<file path="config.mk">
export PLATFORM = sky130hd
export DESIGN_NAME = adc_seq
export DESIGN_NICKNAME = d
export VERILOG_FILES = /design/src/inc/adc_pkg.sv /design/src/inc/sar_if.sv /design/src/rtl/adc_seq.sv /design/src/rtl/sar_engine.sv
export SDC_FILE = /design/constraint.sdc
export NUM_CORES = 1
export LEC_CHECK = 0
export ABC_CLOCK_PERIOD_IN_PS = 7200
export BUFFER_PORTS_ARGS = -buffer_cell sky130_fd_sc_hd__buf_2
export CELL_PAD_IN_SITES_DETAIL_PLACEMENT = 1
export CELL_PAD_IN_SITES_GLOBAL_PLACEMENT = 2
export CORE_ASPECT_RATIO = 1.2
export CORE_UTILIZATION = 40
export DETAILED_ROUTE_END_ITERATION = 6
export HOLD_SLACK_MARGIN = 0.15
export PLACE_DENSITY = 0.9
export SYNTH_ARGS = -nofsm -noshare
export SYNTH_HDL_FRONTEND = slang
export SYNTH_SLANG_ARGS = --single-unit
</file>
<file path="constraint.sdc">
create_clock -name pclk -period 7.2 [get_ports pclk]
set_input_delay 0.36 -clock pclk [delete_from_list [all_inputs] [get_ports pclk]]
set_output_delay 0.36 -clock pclk [all_outputs]
set_load 0.05 [all_outputs]
</file>
<file path="src/inc/adc_pkg.sv">
// constants and types shared by the a/d conversion sequencer and its sar engine
package adc_pkg;

  localparam logic [7:0] OFS_CSR   = 8'h00;
  localparam logic [7:0] OFS_CR    = 8'h04;
  localparam logic [7:0] OFS_DATA0 = 8'h08;
  localparam logic [7:0] OFS_EVT   = 8'h18;
  localparam logic [7:0] OFS_MASK  = 8'h1c;

  localparam int CSR_FLAG   = 7;
  localparam int CSR_IE     = 6;
  localparam int CSR_GO     = 5;
  localparam int CSR_SCAN   = 4;
  localparam int CR_TRG_HI  = 7;
  localparam int CR_TRG_LO  = 6;
  localparam int CR_CKS_HI  = 3;
  localparam int CR_CKS_LO  = 2;

  localparam logic [1:0] CR_FIXED_ONES = 2'h3;
  localparam logic [7:0] CSR_RESET     = 8'h00;

  localparam int          RES_BITS  = 10;
  localparam int          RES_LSB   = 6;
  localparam int          N_SLOTS   = 4;
  localparam int          SAR_STEPS = 10;
  localparam logic [9:0]  SAR_FIRST = 10'h200;
  localparam logic [9:0]  RES_MAX   = 10'h3ff;

  localparam int N_EVT    = 3;
  localparam int EVT_DONE = 0;
  localparam int EVT_CHAN = 1;
  localparam int EVT_TRIG = 2;

  // all phase lengths are in states; one state is one pclk period
  localparam int STATE_NS      = 10;
  localparam int CLK_NS        = 10;
  localparam int CYC_PER_STATE = (STATE_NS + CLK_NS - 1) / CLK_NS;

  localparam int DLY_MIN_ST  [4] = '{18, 10, 6, 4};
  localparam int DLY_MAX_ST  [4] = '{33, 17, 9, 5};
  localparam int SAMP_ST     [4] = '{127, 63, 31, 15};
  localparam int CONV_MIN_ST [4] = '{515, 259, 131, 67};
  localparam int CONV_MAX_ST [4] = '{530, 266, 134, 68};
  localparam int SCAN_ST     [4] = '{512, 256, 128, 64};

  typedef enum logic [1:0] {
    PH_IDLE   = 2'b00,
    PH_DELAY  = 2'b01,
    PH_SAMPLE = 2'b11,
    PH_CONV   = 2'b10
  } phase_t;

  typedef enum logic [1:0] {
    TRG_SW    = 2'b00,
    TRG_TIMER = 2'b01,
    TRG_BAD   = 2'b10,
    TRG_EXT   = 2'b11
  } trig_src_t;

endpackage : adc_pkg

</file>
<file path="src/inc/sar_if.sv">
// signals between the conversion sequencer and the successive-approximation register
`timescale 1ns/1ps
interface sar_if;
  logic                         start;
  logic                         step;
  logic                         cmp;
  logic                         busy;
  logic [adc_pkg::RES_BITS-1:0] trial;
  logic [adc_pkg::RES_BITS-1:0] result;

  modport engine (input start, step, cmp, output busy, trial, result);
  modport seq    (output start, step, cmp, input busy, trial, result);
endinterface : sar_if

</file>
<file path="src/rtl/adc_seq.sv">
// a/d conversion sequencer: apb registers, start sources, phase timing, interrupts
//
// The implementer's own choices: the register offsets and the APB register port.
`timescale 1ns/1ps
module adc_seq
  import adc_pkg::*;
(
  input  wire logic                pclk,
  input  wire logic                presetn,
  input  wire logic                ce,
  input  wire logic                psel,
  input  wire logic                penable,
  input  wire logic                pwrite,
  input  wire logic [7:0]          paddr,
  input  wire logic [31:0]         pwdata,
  output wire logic [31:0]         prdata,
  output wire logic                pready,
  output wire logic                pslverr,
  input  wire logic                ext_trigger_pin,
  input  wire logic                timer_trig,
  input  wire logic                sar_cmp,
  output wire logic [RES_BITS-1:0] sar_trial,
  output wire logic                sample_hold,
  output wire logic [3:0]          chan_sel,
  output wire logic                conv_done_irq,
  output wire logic                dma_req,
  output wire logic                irq
);

  sar_if sar ();

  sar_engine u_sar (
    .pclk    (pclk),
    .presetn (presetn),
    .ce      (ce),
    .s       (sar)
  );

  logic                flag_q;
  logic                ie_q;
  logic                go_q;
  logic                scan_q;
  logic [3:0]          ch_q;
  trig_src_t           trg_q;
  logic [1:0]          cks_q;
  logic                armed_q;
  logic [RES_BITS-1:0] data_q [N_SLOTS];
  logic [N_EVT-1:0]    evt_q;
  logic [N_EVT-1:0]    mask_q;
  logic [N_EVT-1:0]    evt_set;
  logic [31:0]         prdata_q;
  logic [31:0]         rd_d;
  logic [4:0]          presc_q;
  phase_t              phase_q;
  logic [9:0]          cnt_q;
  logic [1:0]          cur_q;
  logic                first_q;
  logic                trg_s1_q;
  logic                trg_s2_q;
  logic                trg_s3_q;
  logic                trg_lvl_q;
  logic                trg_lvl_d;
  logic                trig_fall;

  function automatic logic [9:0] cyc(input int st);
    return 10'(st * CYC_PER_STATE);
  endfunction : cyc

  function automatic logic is_data(input logic [7:0] a);
    return (a >= OFS_DATA0) && (a < OFS_DATA0 + 8'(4 * N_SLOTS)) && (a[1:0] == 2'h0);
  endfunction : is_data

  function automatic logic [1:0] slot_of(input logic [7:0] a);
    return 2'((a - OFS_DATA0) >> 2);
  endfunction : slot_of

  function automatic logic mapped(input logic [7:0] a);
    return (a == OFS_CSR) || (a == OFS_CR) || (a == OFS_EVT) || (a == OFS_MASK) || is_data(a);
  endfunction : mapped

  // apb slave: zero wait states unless the clock enable is low
  logic setup;
  logic access;
  logic wr;
  logic wr_csr;
  logic rd_csr;
  logic rd_evt;

  assign setup   = psel & ~penable & ce;
  assign access  = psel & penable & ce;
  assign wr      = access & pwrite;
  assign wr_csr  = wr & (paddr == OFS_CSR);
  assign rd_csr  = access & ~pwrite & (paddr == OFS_CSR);
  assign rd_evt  = access & ~pwrite & (paddr == OFS_EVT);
  assign pready  = ce;
  assign pslverr = psel & penable & ~mapped(paddr);
  assign prdata  = prdata_q;

  always_comb begin
    rd_d = '0;
    if (paddr == OFS_CSR) begin
      rd_d[7:0] = {flag_q, ie_q, go_q, scan_q, ch_q};
    end else if (paddr == OFS_CR) begin
      rd_d[7:0] = {trg_q, 2'h0, cks_q, CR_FIXED_ONES};
    end else if (is_data(paddr)) begin
      rd_d[15:0] = {data_q[slot_of(paddr)], {RES_LSB{1'b0}}};
    end else if (paddr == OFS_EVT) begin
      rd_d[N_EVT-1:0] = evt_q;
    end else if (paddr == OFS_MASK) begin
      rd_d[N_EVT-1:0] = mask_q;
    end
  end

  // read data is frozen in the setup cycle so read-to-clear acts on exactly what was returned
  always_ff @(posedge pclk or negedge presetn) begin
    if (!presetn) begin
      prdata_q <= '0;
    end else if (setup && !pwrite) begin
      prdata_q <= rd_d;
    end
  end

  // trigger pin: three flops, level accepted once the last two agree
  assign trg_lvl_d = (trg_s2_q == trg_s3_q) ? trg_s3_q : trg_lvl_q;
  assign trig_fall = ce & trg_lvl_q & ~trg_lvl_d;

  always_ff @(posedge pclk or negedge presetn) begin
    if (!presetn) begin
      trg_s1_q  <= 1'b1;
      trg_s2_q  <= 1'b1;
      trg_s3_q  <= 1'b1;
      trg_lvl_q <= 1'b1;
    end else if (ce) begin
      trg_s1_q  <= ext_trigger_pin;
      trg_s2_q  <= trg_s1_q;
      trg_s3_q  <= trg_s2_q;
      trg_lvl_q <= trg_lvl_d;
    end
  end

  logic ext_go;
  logic tmr_go;
  logic sw_go;
  logic sw_stop;
  logic go_start;
  logic chan_end;
  logic last_ch;
  logic run_end;
  logic [1:0] slot;

  assign ext_go   = trig_fall & (trg_q == TRG_EXT);
  assign tmr_go   = ce & timer_trig & (trg_q == TRG_TIMER);
  assign sw_go    = wr_csr & pwdata[CSR_GO];
  assign sw_stop  = wr_csr & ~pwdata[CSR_GO];
  // every source merges into the same start, so a pin start runs exactly as a written one
  assign go_start = ~go_q & (sw_go | ext_go | tmr_go);
  assign chan_end = ce & go_q & (phase_q == PH_CONV) & (cnt_q == 10'h000);
  assign last_ch  = ~scan_q | (cur_q == ch_q[1:0]);
  assign run_end  = chan_end & last_ch;
  assign slot     = scan_q ? cur_q : ch_q[1:0];

  always_ff @(posedge pclk or negedge presetn) begin
    if (!presetn) begin
      ie_q   <= CSR_RESET[CSR_IE];
      scan_q <= CSR_RESET[CSR_SCAN];
      ch_q   <= CSR_RESET[3:0];
      go_q   <= CSR_RESET[CSR_GO];
    end else if (ce) begin
      if (wr_csr) begin
        ie_q   <= pwdata[CSR_IE];
        scan_q <= pwdata[CSR_SCAN];
        ch_q   <= pwdata[3:0];
      end
      if (go_start) begin
        go_q <= 1'b1;
      end else if (sw_stop || (chan_end && !scan_q)) begin
        go_q <= 1'b0;
      end
    end
  end

  // done flag: a completion in the clearing cycle keeps the flag set
  always_ff @(posedge pclk or negedge presetn) begin
    if (!presetn) begin
      flag_q  <= CSR_RESET[CSR_FLAG];
      armed_q <= 1'b0;
    end else if (ce) begin
      if (run_end) begin
        flag_q <= 1'b1;
      end else if (wr_csr && !pwdata[CSR_FLAG] && armed_q) begin
        flag_q <= 1'b0;
      end
      if (rd_csr && prdata_q[CSR_FLAG]) begin
        armed_q <= 1'b1;
      end else if (wr_csr) begin
        armed_q <= 1'b0;
      end
    end
  end

  // source and clock select are meant to change only while stopped; no interlock is built in
  always_ff @(posedge pclk or negedge presetn) begin
    if (!presetn) begin
      trg_q  <= TRG_SW;
      cks_q  <= 2'h0;
      mask_q <= '0;
    end else if (ce) begin
      if (wr && paddr == OFS_CR) begin
        trg_q <= trig_src_t'(pwdata[CR_TRG_HI:CR_TRG_LO]);
        cks_q <= pwdata[CR_CKS_HI:CR_CKS_LO];
      end
      if (wr && paddr == OFS_MASK) begin
        mask_q <= pwdata[N_EVT-1:0];
      end
    end
  end

  always_comb begin
    evt_set           = '0;
    evt_set[EVT_DONE] = run_end;
    evt_set[EVT_CHAN] = chan_end;
    evt_set[EVT_TRIG] = ext_go & ~go_q;
  end

  always_ff @(posedge pclk or negedge presetn) begin
    if (!presetn) begin
      evt_q <= '0;
    end else if (ce) begin
      evt_q <= (rd_evt ? (evt_q & ~prdata_q[N_EVT-1:0]) : evt_q) | evt_set;
    end
  end

  always_ff @(posedge pclk or negedge presetn) begin
    if (!presetn) begin
      for (int i = 0; i < N_SLOTS; i++) begin
        data_q[i] <= '0;
      end
    end else if (chan_end) begin
      data_q[slot] <= sar.result;
    end
  end

  // free-running phase counter: the start delay depends on where the start lands in it
  always_ff @(posedge pclk or negedge presetn) begin
    if (!presetn) begin
      presc_q <= '0;
    end else if (ce) begin
      presc_q <= presc_q + 5'h01;
    end
  end

  logic [9:0] delay_cyc;
  logic [9:0] samp_cyc;
  logic [9:0] sar_cyc;
  logic [9:0] fill_cyc;

  assign delay_cyc = cyc(DLY_MIN_ST[cks_q])
                   + (10'(presc_q) & (cyc(DLY_MAX_ST[cks_q] - DLY_MIN_ST[cks_q] + 1) - 10'h001));
  assign samp_cyc  = cyc(SAMP_ST[cks_q]);
  assign sar_cyc   = cyc(CONV_MIN_ST[cks_q] - DLY_MIN_ST[cks_q] - SAMP_ST[cks_q]);
  assign fill_cyc  = cyc(SCAN_ST[cks_q]) - samp_cyc - sar_cyc;

  always_ff @(posedge pclk or negedge presetn) begin
    if (!presetn) begin
      phase_q <= PH_IDLE;
      cnt_q   <= '0;
      cur_q   <= '0;
      first_q <= 1'b0;
    end else if (ce) begin
      if (go_start) begin
        phase_q <= PH_DELAY;
        cnt_q   <= delay_cyc - 10'h001;
        cur_q   <= '0;
        first_q <= 1'b1;
      end else if (!go_q || sw_stop) begin
        phase_q <= PH_IDLE;
        cnt_q   <= '0;
      end else if (cnt_q != 10'h000) begin
        cnt_q <= cnt_q - 10'h001;
      end else begin
        unique case (phase_q)
          PH_IDLE: begin
            cnt_q <= '0;
          end
          PH_DELAY: begin
            phase_q <= PH_SAMPLE;
            cnt_q   <= samp_cyc - 10'h001;
          end
          PH_SAMPLE: begin
            phase_q <= PH_CONV;
            cnt_q   <= sar_cyc - 10'h001;
          end
          PH_CONV: begin
            if (scan_q) begin
              phase_q <= PH_DELAY;
              cnt_q   <= fill_cyc - 10'h001;
              cur_q   <= last_ch ? 2'h0 : cur_q + 2'h1;
              first_q <= 1'b0;
            end else begin
              phase_q <= PH_IDLE;
            end
          end
        endcase
      end
    end
  end

  // the sar decides its ten bits in the last cycles of the conversion phase
  assign sar.start = ce & go_q & (phase_q == PH_SAMPLE) & (cnt_q == 10'h000);
  assign sar.step  = ce & (phase_q == PH_CONV) & (cnt_q != 10'h000) & (cnt_q <= 10'(SAR_STEPS));
  assign sar.cmp   = sar_cmp;

  assign sar_trial     = sar.trial;
  assign sample_hold   = (phase_q == PH_SAMPLE);
  assign chan_sel      = scan_q ? {2'h0, cur_q} : ch_q;
  assign conv_done_irq = flag_q & ie_q;
  assign dma_req       = flag_q;
  assign irq           = |(evt_q & mask_q);

  // checking helper: cycles since the current conversion began
  logic [9:0] seg_q;

  always_ff @(posedge pclk or negedge presetn) begin
    if (!presetn) begin
      seg_q <= '0;
    end else if (go_start || chan_end) begin
      seg_q <= '0;
    end else if (ce && go_q) begin
      seg_q <= seg_q + 10'h001;
    end
  end
endmodule : adc_seq

</file>
<file path="src/rtl/sar_engine.sv">
// successive-approximation register, one bit decided per step
`timescale 1ns/1ps
module sar_engine
  import adc_pkg::*;
(
  input wire logic pclk,
  input wire logic presetn,
  input wire logic ce,
  sar_if.engine    s
);

  logic [RES_BITS-1:0] trial_q;
  logic [RES_BITS-1:0] mask_q;
  logic [RES_BITS-1:0] res_q;
  logic [RES_BITS-1:0] kept;
  logic                busy_q;

  // comparator high means the input is at or above the trial code
  assign kept = s.cmp ? trial_q : (trial_q & ~mask_q);

  always_ff @(posedge pclk or negedge presetn) begin
    if (!presetn) begin
      trial_q <= '0;
      mask_q  <= '0;
      res_q   <= '0;
      busy_q  <= 1'b0;
    end else if (ce) begin
      if (s.start) begin
        trial_q <= SAR_FIRST;
        mask_q  <= SAR_FIRST;
        busy_q  <= 1'b1;
      end else if (s.step && busy_q) begin
        trial_q <= kept | (mask_q >> 1);
        mask_q  <= mask_q >> 1;
        if (mask_q[0]) begin
          res_q  <= kept;
          busy_q <= 1'b0;
        end
      end
    end
  end

  assign s.trial  = trial_q;
  assign s.result = res_q;
  assign s.busy   = busy_q;
endmodule : sar_engine

</file>
== Word-level counts from Yosys, hierarchy flattened ==
Index checks and enable logic that the tools add are counted.
Operators by class
  add/subtract/negate cells: 16
  $lt $le $gt $ge: 7
  equal/unequal tests: 14
  mux-type cells: 63
  bitwise logic cells: 51
  reductions and logical operators: 47
Operator list (number)
  $bmux W32 S2: 5
  $mux W10: 22
  $sub A10 B1 Y10 const B: 6
  $sub A10 B10 Y10: 5
  $bwmux W40: 1
  $pmux W10 S4: 1
  $mux W8: 4
  $and A1 B1 Y1: 29
  $bmux W10 S2: 1
  $demux W10 S2: 1
  $mux W2: 10
  $eq A8 B5 Y1 const B: 2
  $reduce_and A2 Y1: 8
  $reduce_bool A2 Y1: 7
  $mux W13: 1
  $mux W3: 4
  $logic_and A1 B1 Y1: 11
  $mux W1: 11
  $add A10 B10 Y10: 1
  $add A10 B2 Y10 const B: 1
  $and A10 B10 Y10: 1
  $and A5 B10 Y10: 1
  $le A10 B4 Y1 const B: 1
  $logic_not A10 Y1: 1
  other kinds (35): 63
Storage, ports and cells
  register bits: 129
  input port bits: 49
  output and inout bits: 52
  logic and storage cells: 225

== Longest topological paths before layout ==
Gate-level depths: netlist of run 1.
  depth in word-level cells: 13
  depth in mapped cells: 13
  gate-level depth less buffers: 13

== Cells and area by module ==
Synthesis of run 1 repeated with hierarchy kept, for this count alone.
Second synthesis, totals
  cells, all modules: 640
  area total of the unflattened synthesis: 6910.4 µm²
By module, submodules not included
  adc_seq: times used 1, cells each 524, area an instance 5561.6 µm², seq. area each 2432.3 µm²
  sar_engine: times used 1, cells each 116, area an instance 1348.8 µm², seq. area each 775.7 µm²

== Worst setup path after synthesis of run 1 ==
No wires, ideal clock.
  path type: flip-flop to flip-flop
  start: reg cks_q[1]
  end: reg cnt_q[8]
  library setup time: 0.121 ns
  arrival time: 2.872 ns
  required time: 7.079 ns
  slack: 4.207 ns
  stages on the path, launching flop included: 14
  path buffers: 1
  period minus slack after synthesis: 2.993 ns
  path through: dfrtp_1 -> ha_1 -> clkbuf_1 -> inv_1 -> ha_1 -> nand2b_1 -> ha_1 -> inv_1 -> ha_1 -> nand3_1 -> a21boi_0 -> a2111oi_0 -> a31o_2 -> a22o_1
Between the ends
  cells in the longest elaborated chain, start to end: 13
  elaborated cells between the ends (all ways): 34
  classes of those cells: add/sub (12); mux (20); bitwise (2)
Ends and longest elaborated chain
  start: declaration: line adc_seq.sv:45  | logic [1:0] cks_q;
  start signal: assignment: line adc_seq.sv:210  | cks_q <= pwdata[CR_CKS_HI:CR_CKS_LO];
  $not A2 Y3 (implied by the code) *
  branches (longest 11 deep; another with $sub A10 B10 Y10)
  $mux W10 *: line adc_seq.sv:270  | if (go_start) begin
  end signal: assignment: line adc_seq.sv:272  | cnt_q <= delay_cyc - 10'h001;
  end signal: assignment: line adc_seq.sv:279  | cnt_q <= cnt_q - 10'h001;
  end signal: assignment: line adc_seq.sv:287  | cnt_q <= samp_cyc - 10'h001;
  end: declaration: line adc_seq.sv:55  | logic [9:0] cnt_q;
Every way passes the cells marked *. The select of a mux whose other input is x is not followed.
A chain may end at the register's enable or synchronous reset.

== Worst setup path in the final report of run 1 ==
Same ends and word-level chain as after synthesis.

==> impl_metrics.json, run 1 <==
{
  "status": "finished, final reports clean",
  "crit_type": "reg -> reg",
  "avgSynthCellArea_um2": 10.24,
  "dieHeight_um": 145.4,
  "final_cell_mix": "dfrtp_1 (124), nand2_1 (96), buf_2 (59), o21ai_0 (51), mux2_2 (46)",
  "postCtsSetupBuffers": 0,
  "cp-end-kind": "flip-flop",
  "skew_ps": 10.35,
  "placementRows": 52,
  "final_util_pct": 47.00,
  "critPathMostFrequentCell": "ha_1",
  "area_growth_pct": 15.12,
  "num_vias": 5357,
  "vdd_drop_max_uv": 150.9,
  "worstPathCellList": "ha_1 -> inv_1 -> ha_1 -> nand2b_1 -> ha_1 -> inv_1 -> ha_1 -> a21oi_1 -> a21boi_0 -> a2111oi_0 -> a31o_2 -> a22o_1",
  "path_clk_slew_ps": 60,
  "cp.arrival_ps": 3910,
  "seq_area_frac_synth_pct": 46.81,
  "first_iter_violations": 332,
  "start_kind": "flip-flop",
  "cp_top_family": "adder cells",
  "cpMaxStageDelayCell": "dfrtp_1",
  "grt_pass1_wl_mm": 31.84,
  "synth_top_cell_by_area": "dfrtp_1",
  "slowest_delay_ps": 560,
  "synth-seq-cells": 128,
  "ys_types": 67,
  "netlist_area_mm2": 0.006853,
  "antenna_cells": 0,
  "slew_headroom_pct": 30.10,
  "fp.dieW_um": 121.5,
  "ys_warn_count": 0,
  "routedWlPerCell_um": 20.27,
  "drc": 0,
  "rsz0062_at_grt": "no",
  "grt_overflow": 0,
  "grt_pass1_vias": 5872,
  "numClockSinks": 128,
  "clock.fmax_ghz": 0.2821,
  "synth_area_leaders": "dfrtp_1 (45%), mux2_2 (7.6%), nand2_1 (5.3%)",
  "layout.nets": 791,
  "worst-path-buf-inv": 2,
  "min_path_type": "in -> reg",
  "grt_max_degree": 78,
  "fin_crit_sh_pct": 49.24,
  "numCtsBuffers": 17,
  "final_common_cell": "dfrtp_1",
  "cp_data_required_time_ps": 7570,
  "p_leak_nw": 3.640,
  "initial_utilization_pct": 40.82,
  "powerDensity_mw_per_mm2": 246.9,
  "fin_setup_tns_ps": 0,
  "tightest_slew_ps": 1045,
  "layout-drive-gt1-share_pct": 22.86,
  "netlist_instances": 669,
  "dpl.hpwl_mm": 13.47,
  "htreeDepth": 4,
  "clk_path_buf_depth": 2,
  "core_mm2": 0.01679,
  "synth-edff-count": 0,
  "cap_violations": 0,
  "wirelength_mm": 19.28,
  "die_area_mm2": 0.01766,
  "synth_top_flop_cell": "dfrtp_1",
  "cts_root_buf": "clkbuf_16",
  "dr.pass1.iters": 4,
  "grtUsageTotal_pct": 23.53,
  "ios": 101,
  "async_flop_share_pct": 100.0,
  "synth_top_area_share_pct": 45.28,
  "finalSetupViolations": 0,
  "io_buffers": 60,
  "clkLatencyLatePin_ps": 430,
  "slew_viol_final": 0,
  "cts_tree": "yes",
  "period_needed_ps": 3545,
  "avgViaCountPerCell": 5.633,
  "postRouteAntennaNets": 0,
  "hold_viol_final": 0,
  "cp_max_fo": 11,
  "place_congestion": 0.8182,
  "grt_antenna_before_repair": 0
}
[final cells by class]
type	instances	area, um2
timing repair buffer	66	355.3
fill	1867	8897
clock inverter	15	171.4
multi-input combinational	481	3353
inverter	28	105.1
tap	216	270.3
clock buffer	17	425.4
sequential	128	3208
[metal layers]
metal  part of all wire [%]  vias up  track usage, %  wire length, um
met5                      0        -               0                0
met1                     43     2769           29.07             8207
met4                    2.5        0           8.642              479
met3                    3.2       34           4.310              620
met2                     52      102           40.54             9968
li1                       -     2452               -                -
[worst register-to-register path, cell delays in order, from the launching register on]
cell,delay (ps)
dfrtp_1,560
ha_1,500
inv_1,170
ha_1,310
nand2b_1,140
ha_1,320
inv_1,50
ha_1,170
a21oi_1,180
a21boi_0,180
a2111oi_0,560
a31o_2,190
a22o_1,140
[state kept, by name, summed over array words and instances, names as in the netlist, 4 cells and up]
register and count:
u_sar.mask_q 10, presc_q 4, ch_q 4, u_sar.s.trial 10, cnt_q 10, prdata 16, data_q 40, u_sar.s.result 10
[report_power, final]
part           total, mW  internal (mW)  switching, mW
Combinational      0.231         0.0902          0.141
Clock              0.892          0.520          0.372
Sequential         0.824          0.762         0.0621
Total               1.95           1.37          0.575
[metrics by stage]
step / instances / hold slack (ps) / cell area (um2) / total power, mW / worst slack, ps
floorplan: 684 / 64.41 / 6909 / 0.9906 / 4207
global placement: 916 / 432.1 / 7262 / 1.052 / 3797
detailed placement: 916 / 436.6 / 7262 / 1.067 / 3684
CTS: 951 / 156.6 / 7889 / 1.959 / 3659
global route: 951 / 179.0 / 7889 / 2.025 / 3471
finish: 951 / 171.7 / 7889 / 1.948 / 3655
[cells in the mapped netlist (all sizes together) (3+ instances only)]
library cell,instances
a21oi,29
o31ai,5
xor2,8
dfrtp,124
mux2i,12
nand3,19
ha,19
nor2b,10
mux2,50
buf,20
nor3,16
nor2,26
inv,28
nand2b,17
xnor2,7
and4,4
a31oi,12
dfstp,4
clkbuf,27
or4,4
nand4,10
nor4,6
a22o,3
o21a,3
o22ai,3
o22a,3
nand2,96
mux4,10
o21ai,51
nor3b,3
[worst paths after layout]
kind,slack (ps),start,to,cells past startpoint
worst min-delay path,170,ext_trigger_pin,trg_s1_q,2
worst max-delay path,3650,cks_q[1],cnt_q[8],12
worst min register to register,480,presc_q[3],presc_q[3],1
max in group asynchronous,5150,presetn,u_sar.s.result[7],3
min in group asynchronous,500,presetn,presc_q[3],2
worst max register to register,3650,cks_q[1],cnt_q[8],12
[what timing repair did]
item                                   4_1_cts  5_1_grt
hold buffers                                 3        0
gates resized for setup                      0        0
endpoints found under the hold margin       49        0
[cell families (layout without fill, tap and decap cells)]
logic type	Yosys count	in the layout	synth area share, %
AND/OR/NAND/NOR	226	226	17.31
AO/OA/AOI/OAI	132	132	11.81
flip-flops	128	128	46.81
buffers and inverters	75	126	5.076
multiplexers	72	72	13.26
adder cells (fa/ha/maj)	20	20	3.761
XOR/XNOR	15	15	1.917
other	1	16	0.05472
(Power assumes the default switching activity.)
==> inputs of run 2 (changes only) <==
ABC_AREA = 1   (was not set)
ABC_CLOCK_PERIOD_IN_PS = 3600   (was 7200)
CORE_UTILIZATION = 33   (was 40)
PLACE_DENSITY = 0.83   (was 0.9)
clock period = 3.6 ns   (was 7.2 ns; I/O delays follow)
==> run 2 against run 1 <==
  * Global-route usage is 5.1 points lower
  * Synthesized cell count up 30%
  * Largest cell class is now flip-flops and latches
  * Clock skew grew 2.6 ps
  * Maximum frequency rose by 14%
  * Clock-buffer cell count stayed put
  * Worst hold slack better by 10 ps
==> impl_metrics.json, run 2 <==
{
  "seq_area_frac_synth_pct": 47.01,
  "place_ws_ps": 479.9,
  "synth-seq-cells": 128,
  "holdPathEnd": "armed_q",
  "placementRows": 57,
  "numCtsBuffers": 17,
  "tightest_slew_ps": 917.3,
  "place_congestion": 0.8077,
  "synth_top_area_share_pct": 45.47,
  "avgSynthCellArea_um2": 7.826,
  "grt_max_degree": 67,
  "synth-adder-area-share_pct": 3.777,
  "min_path_type": "in -> reg",
  "dpl.hpwl_mm": 12.99,
  "synth_compound_area_share_pct": 14.28,
  "cp_max_fo": 11,
  "grtUsageTotal_pct": 18.48,
  "synth_top_cell_by_area": "dfrtp_1",
  "avgViaCountPerCell": 4.773,
  "ios": 101,
  "period_needed_ps": 3116,
  "cts_root_buf": "clkbuf_16",
  "io_buffers": 60,
  "path_clk_slew_ps": 60,
  "grt_antenna_before_repair": 0,
  "dp.cells": 1173,
  "vdd_drop_max_uv": 355.6,
  "initial_utilization_pct": 33.69,
  "wirelength_mm": 18.30,
  "r2r_end": "cnt_q[5]",
  "finalSetupViolations": 0,
  "skew_ps": 12.98,
  "synth-simple-area-share_pct": 23.18,
  "dr.pass1.iters": 4,
  "synth.area.mux_share_pct": 0,
  "netlist_area_mm2": 0.006824,
  "fill_cells": 2505,
  "clock.fmax_ghz": 0.3210,
  "ys_warn_count": 0,
  "p_total_mw": 5.326,
  "numClockSinks": 128,
  "postRouteAntennaNets": 0,
  "drc": 0,
  "core_mm2": 0.02025,
  "largest_reg_flops": 40,
  "r2r_slack_ps": 480,
  "reg2reg_depth": 14,
  "final_cell_mix": "nand2_1 (244), dfrtp_1 (124), inv_1 (110), o21ai_0 (88), nor2_1 (62)",
  "cp.arrival_ps": 3480,
  "grt_pass1_vias": 6037,
  "area_growth_pct": 16.59,
  "fp.dieW_um": 133.3,
  "multiInputGateArea_mm2": 0.002962,
  "finalInstanceArea_mm2": 0.007956,
  "hold_depth": 4,
  "synth_top_family_by_area": "simple AND/OR/NAND/NOR gates",
  "cts_tree": "yes",
  "ys_types": 40,
  "final_common_cell": "nand2_1",
  "first_iter_violations": 295,
  "cp-end-kind": "flip-flop",
  "synth_top_flop_cell": "dfrtp_1",
  "hold_viol_final": 0,
  "cp_data_required_time_ps": 3970,
  "clk_path_buf_depth": 2,
  "layout-drive-gt1-share_pct": 12.96,
  "whs_ps": 182.0,
  "slew_viol_final": 0,
  "clkLatencyLatePin_ps": 430,
  "fin_cells": 1214,
  "final_util_pct": 39.28,
  "fin_crit_sh_pct": 86.55,
  "crit_type": "reg -> reg",
  "fin_setup_tns_ps": 0,
  "synth_top_cells_by_count": "nand2_1 (244), dfrtp_1 (124), inv_1 (110)",
  "top_register": "data_q",
  "routedWlPerCell_um": 15.07,
  "status": "finished, final reports clean",
  "synth_xor_area_share_pct": 1.283,
  "num_vias": 5795,
  "netlist_instances": 872,
  "synth_area_leaders": "dfrtp_1 (45%), nand2_1 (13%), o21ai_0 (6.5%)",
  "start_kind": "flip-flop",
  "powerDensity_mw_per_mm2": 669.4,
  "p_leak_nw": 4.112,
  "slew_headroom_pct": 38.62,
  "register_area_mm2": 0.003208,
  "grt_pass1_wl_mm": 31.09,
  "yosys.cell_count.top_type": "nand2_1",
  "worstReg2RegStart": "cks_q[1]",
  "dieHeight_um": 159.5,
  "antenna_cells": 0,
  "post_dp_cell_area_mm2": 0.007297,
  "rsz0062_at_grt": "no",
  "layout.nets": 1005,
  "die_area_mm2": 0.02126,
  "cap_violations": 0,
  "setup_slack_ps": 484.3,
  "hold_start": "pwrite",
  "grt_overflow": 0,
  "htreeDepth": 4,
  "async_flop_share_pct": 100.0,
  "synth-edff-count": 0
}
==> run 2: changes by cell type after synthesis, sizes merged, moves of 12 or more <==
| cell | before | now |
|---|---|---|
| nand2b | 17 | 0 |
| mux2i | 12 | 0 |
| nor2 | 26 | 66 |
| a21oi | 29 | 12 |
| mux2 | 50 | 0 |
| clkbuf | 27 | 9 |
| o21ai | 51 | 131 |
| nand3 | 19 | 48 |
| inv | 28 | 114 |
| buf | 20 | 37 |
| nor3 | 16 | 4 |
| nand2 | 96 | 250 |
==> run 2: timing repair <==
item,in CTS,in global routing
buffers inserted,0,0
endpoints found under the hold margin,73,0
hold buffers,9,0
resized for setup,0,0
==> run 2: logic make-up (layout without fill, tap and decap cells) <==
family | Yosys count | count (layout)
AO/OA/AOI/OAI | 178 | 178
XOR/XNOR | 10 | 10
buffers and inverters | 160 | 222
adder cells (fa/ha/maj) | 20 | 20
other | 1 | 16
AND/OR/NAND/NOR | 375 | 375
flip-flops | 128 | 128
==> run 2: worst max-delay path by stage <==
| stage | startpoint | endpoint | slack (ps) | cells past startpoint |
|---|---|---|---|---|
| after floorplan | cks_q[1] | cnt_q[5] | 850 | 14 |
| after global placement | cks_q[1] | cnt_q[5] | 540 | 14 |
| after detailed placement | cks_q[1] | cnt_q[5] | 480 | 14 |
| after CTS | cks_q[1] | cnt_q[5] | 460 | 14 |
| after global routing | cks_q[1] | cnt_q[5] | 190 | 14 |
| final | cks_q[1] | cnt_q[5] | 480 | 14 |
==> run 2: area by class of cell <==
class                   count  share of cell area, %
repair buffers             76                  5.756
clock buffers              17                  5.347
multi-input cells         599                  37.22
inverters                 114                  5.378
clock inverters            15                  1.808
flip-flops and latches    128                  40.32
well taps                 265                  4.167
==> run 2: metal layers <==
metal	up-vias	global-route usage (%)	wire [um]	part of all wire [%]
li1	2906	-	-	-
met1	2800	24.25	8590	47
met2	76	30.63	8911	49
met3	13	3.916	613	3.4
met4	0	5.010	183	1.0
met5	-	0	0	0
==> run 2: critical path, stage by stage (launching register included) <==
cell      delay [ps]
dfrtp_1          550
ha_1             400
inv_1            170
ha_1             320
inv_1             50
nand2_1           40
ha_1             310
fa_1             440
inv_1             70
a31oi_1           90
ha_1             290
nand3b_1         150
nand2_1           70
nand2_1           40
nand2_1           50
==> run 2: power by group <==
part	total [mW]	switching, mW	internal (mW)
Combinational	1.67	1.15	0.519
Sequential	1.98	0.233	1.75
Clock	1.68	0.760	0.915
==> inputs of run 3 (changes only) <==
REMOVE_ABC_BUFFERS = 1   (was not set)
==> run 3 against run 2 <==
  * Via count rose by 1.4%
  * Sequential power hardly changed
  * Clock-buffer cell count grew 5
  * Die area is the same
  * Power grew 1.3%
  * Utilization is 0.20 points higher
  * Combinational power about the same
  * First-iteration DRC count shrank 7.5%
  * Global-route usage up 0.60 points
  * Critical path depth up 2
  * Wire length is 2.0% higher
  * Clock power increased by 3%
==> impl_metrics.json, run 3 (synthesis results as in run 2) <==
{
  "routedWlPerCell_um": 15.35,
  "grtUsageTotal_pct": 19.08,
  "cts_tree": "yes",
  "crit_type": "reg -> reg",
  "cp_max_fo": 6,
  "cp-end-kind": "flip-flop",
  "place_ws_ps": 701.7,
  "vdd_drop_max_uv": 464.9,
  "slew_headroom_pct": 35.05,
  "cap_violations": 0,
  "postRouteAntennaNets": 0,
  "p_clk_share_pct": 32.1,
  "cts_hold_buffers": 11,
  "seq_power_share_pct": 36.6,
  "status": "finished, final reports clean",
  "grt_antenna_before_repair": 0,
  "netSwitchingFraction_pct": 37.72,
  "top_register": "data_q",
  "finalSetupViolations": 0,
  "tightest_slew_ps": 974.2,
  "path_clk_slew_ps": 60,
  "fp.dieW_um": 133.3,
  "p_int_mw": 3.359,
  "powerDensity_mw_per_mm2": 674.4,
  "slew_viol_final": 0,
  "min_path_type": "in -> reg",
  "cts_resized": 0,
  "p_leak_nw": 4.131,
  "avgViaCountPerCell": 4.831,
  "clock.fmax_ghz": 0.3463,
  "layout-drive-gt1-share_pct": 12.83,
  "final_common_cell": "nand2_1",
  "skew_ps": 5.270,
  "rsz0062_at_grt": "no",
  "layout.nets": 1008,
  "fin_cells": 1216,
  "drc": 0,
  "cp.arrival_ps": 3240,
  "fin_crit_sh_pct": 80.22,
  "postCtsSetupBuffers": 0,
  "whs_ps": 226.8,
  "place_congestion": 0.8108,
  "dp.cells": 1174,
  "hold_viol_final": 0,
  "setup_slack_ps": 712.2,
  "ios": 101,
  "grt_pass1_wl_mm": 31.99,
  "numCtsBuffers": 17,
  "first_iter_violations": 273,
  "cts_root_buf": "clkbuf_16",
  "die_area_mm2": 0.02126,
  "cp_data_required_time_ps": 3960,
  "pwr-share-comb_pct": 31.3,
  "core_mm2": 0.02025,
  "numClockSinks": 128,
  "area_growth_pct": 17.20,
  "clk_path_buf_depth": 2,
  "p_total_mw": 5.393,
  "period_needed_ps": 2888,
  "dpl.hpwl_mm": 13.09,
  "clkLatencyLatePin_ps": 420,
  "placementRows": 57,
  "fin_setup_tns_ps": 0,
  "initial_utilization_pct": 33.69,
  "dieHeight_um": 159.5,
  "htreeDepth": 4,
  "switchingPower_mw": 2.034,
  "antenna_cells": 0,
  "num_vias": 5874,
  "wirelength_mm": 18.67,
  "grt_overflow": 0,
  "dr.pass1.iters": 4,
  "final_cell_mix": "nand2_1 (244), dfrtp_1 (124), inv_1 (110), o21ai_0 (88), nor2_1 (62)",
  "grt_max_degree": 100,
  "start_kind": "flip-flop",
  "largest_reg_flops": 40,
  "io_buffers": 60,
  "grt_pass1_vias": 6245
}
[run 3: cell types whose count changed in the layout (fill, tap and decap cells not counted), moves of 2 or more]
cell	delta
inv_6	-5
clkinv_2	+2
dlygate4sd3_1	+2
inv_8	-4
bufinv_16	+2
clkbuf_8	+4
[run 3: critical path, stage by stage (launching register included)]
cell      delay, ps
dfrtp_1         380
buf_4           160
inv_1           130
ha_1            210
inv_1            50
ha_1            270
inv_1            50
nand2_1          50
ha_1            310
fa_1            440
inv_1            70
a31oi_1          80
ha_1            280
nand3b_1        150
nand2_1          70
nand2_1          40
nand2_1          70
[run 3: through the flow]
step,utilization [%],instance area (um2)
detailed placement,36.02,7296
floorplan,-,6598
CTS,39.49,7998
finish,39.49,7998
global placement,36.02,7296
global route,39.49,7998
[run 3: layer usage]
metal  wire length [um]  GRT usage, %  vias to the layer above
met4                263         5.940                        0
met2               9424         33.43                       86
met3                505         3.311                       21
met5                  0             0                        -
li1                   -             -                     2902
met1               8476         23.65                     2865
[run 3: cell type report]
| cell class | count | area (um2) |
|---|---|---|
| clock buffer | 22 | 484.2 |
| clock inverter | 9 | 107.6 |
| fill | 2519 | 12260 |
| inverter | 114 | 427.9 |
| multi-input combinational | 599 | 2962 |
| sequential | 128 | 3208 |
| tap | 265 | 331.6 |
| timing repair buffer | 79 | 476.7 |
[run 3: final timing paths]
| path | from | end | slack (ps) | cells past startpoint |
|---|---|---|---|---|
| min | sar_cmp | u_sar.s.trial[9] | 230 | 3 |
| max | cks_q[0] | cnt_q[5] | 710 | 16 |
| max reg2reg | cks_q[0] | cnt_q[5] | 710 | 16 |
| min in group asynchronous | presetn | presc_q[3] | 420 | 2 |
| max in group asynchronous | presetn | data_q[31] | 2290 | 3 |
| min reg2reg | trg_s1_q | trg_s2_q | 480 | 2 |
[run 3: power by group through the flow]
| stage | clock network (mW) | registers, mW | logic (mW) |
|---|---|---|---|
| global placement | 0 | 1.99 | 1.66 |
| CTS | 1.77 | 1.98 | 1.72 |
| floorplan | 0 | 2.13 | 1.07 |
| finish | 1.73 | 1.98 | 1.69 |
| global route | 1.82 | 2.02 | 1.94 |
| detailed placement | 0 | 2.00 | 1.70 |
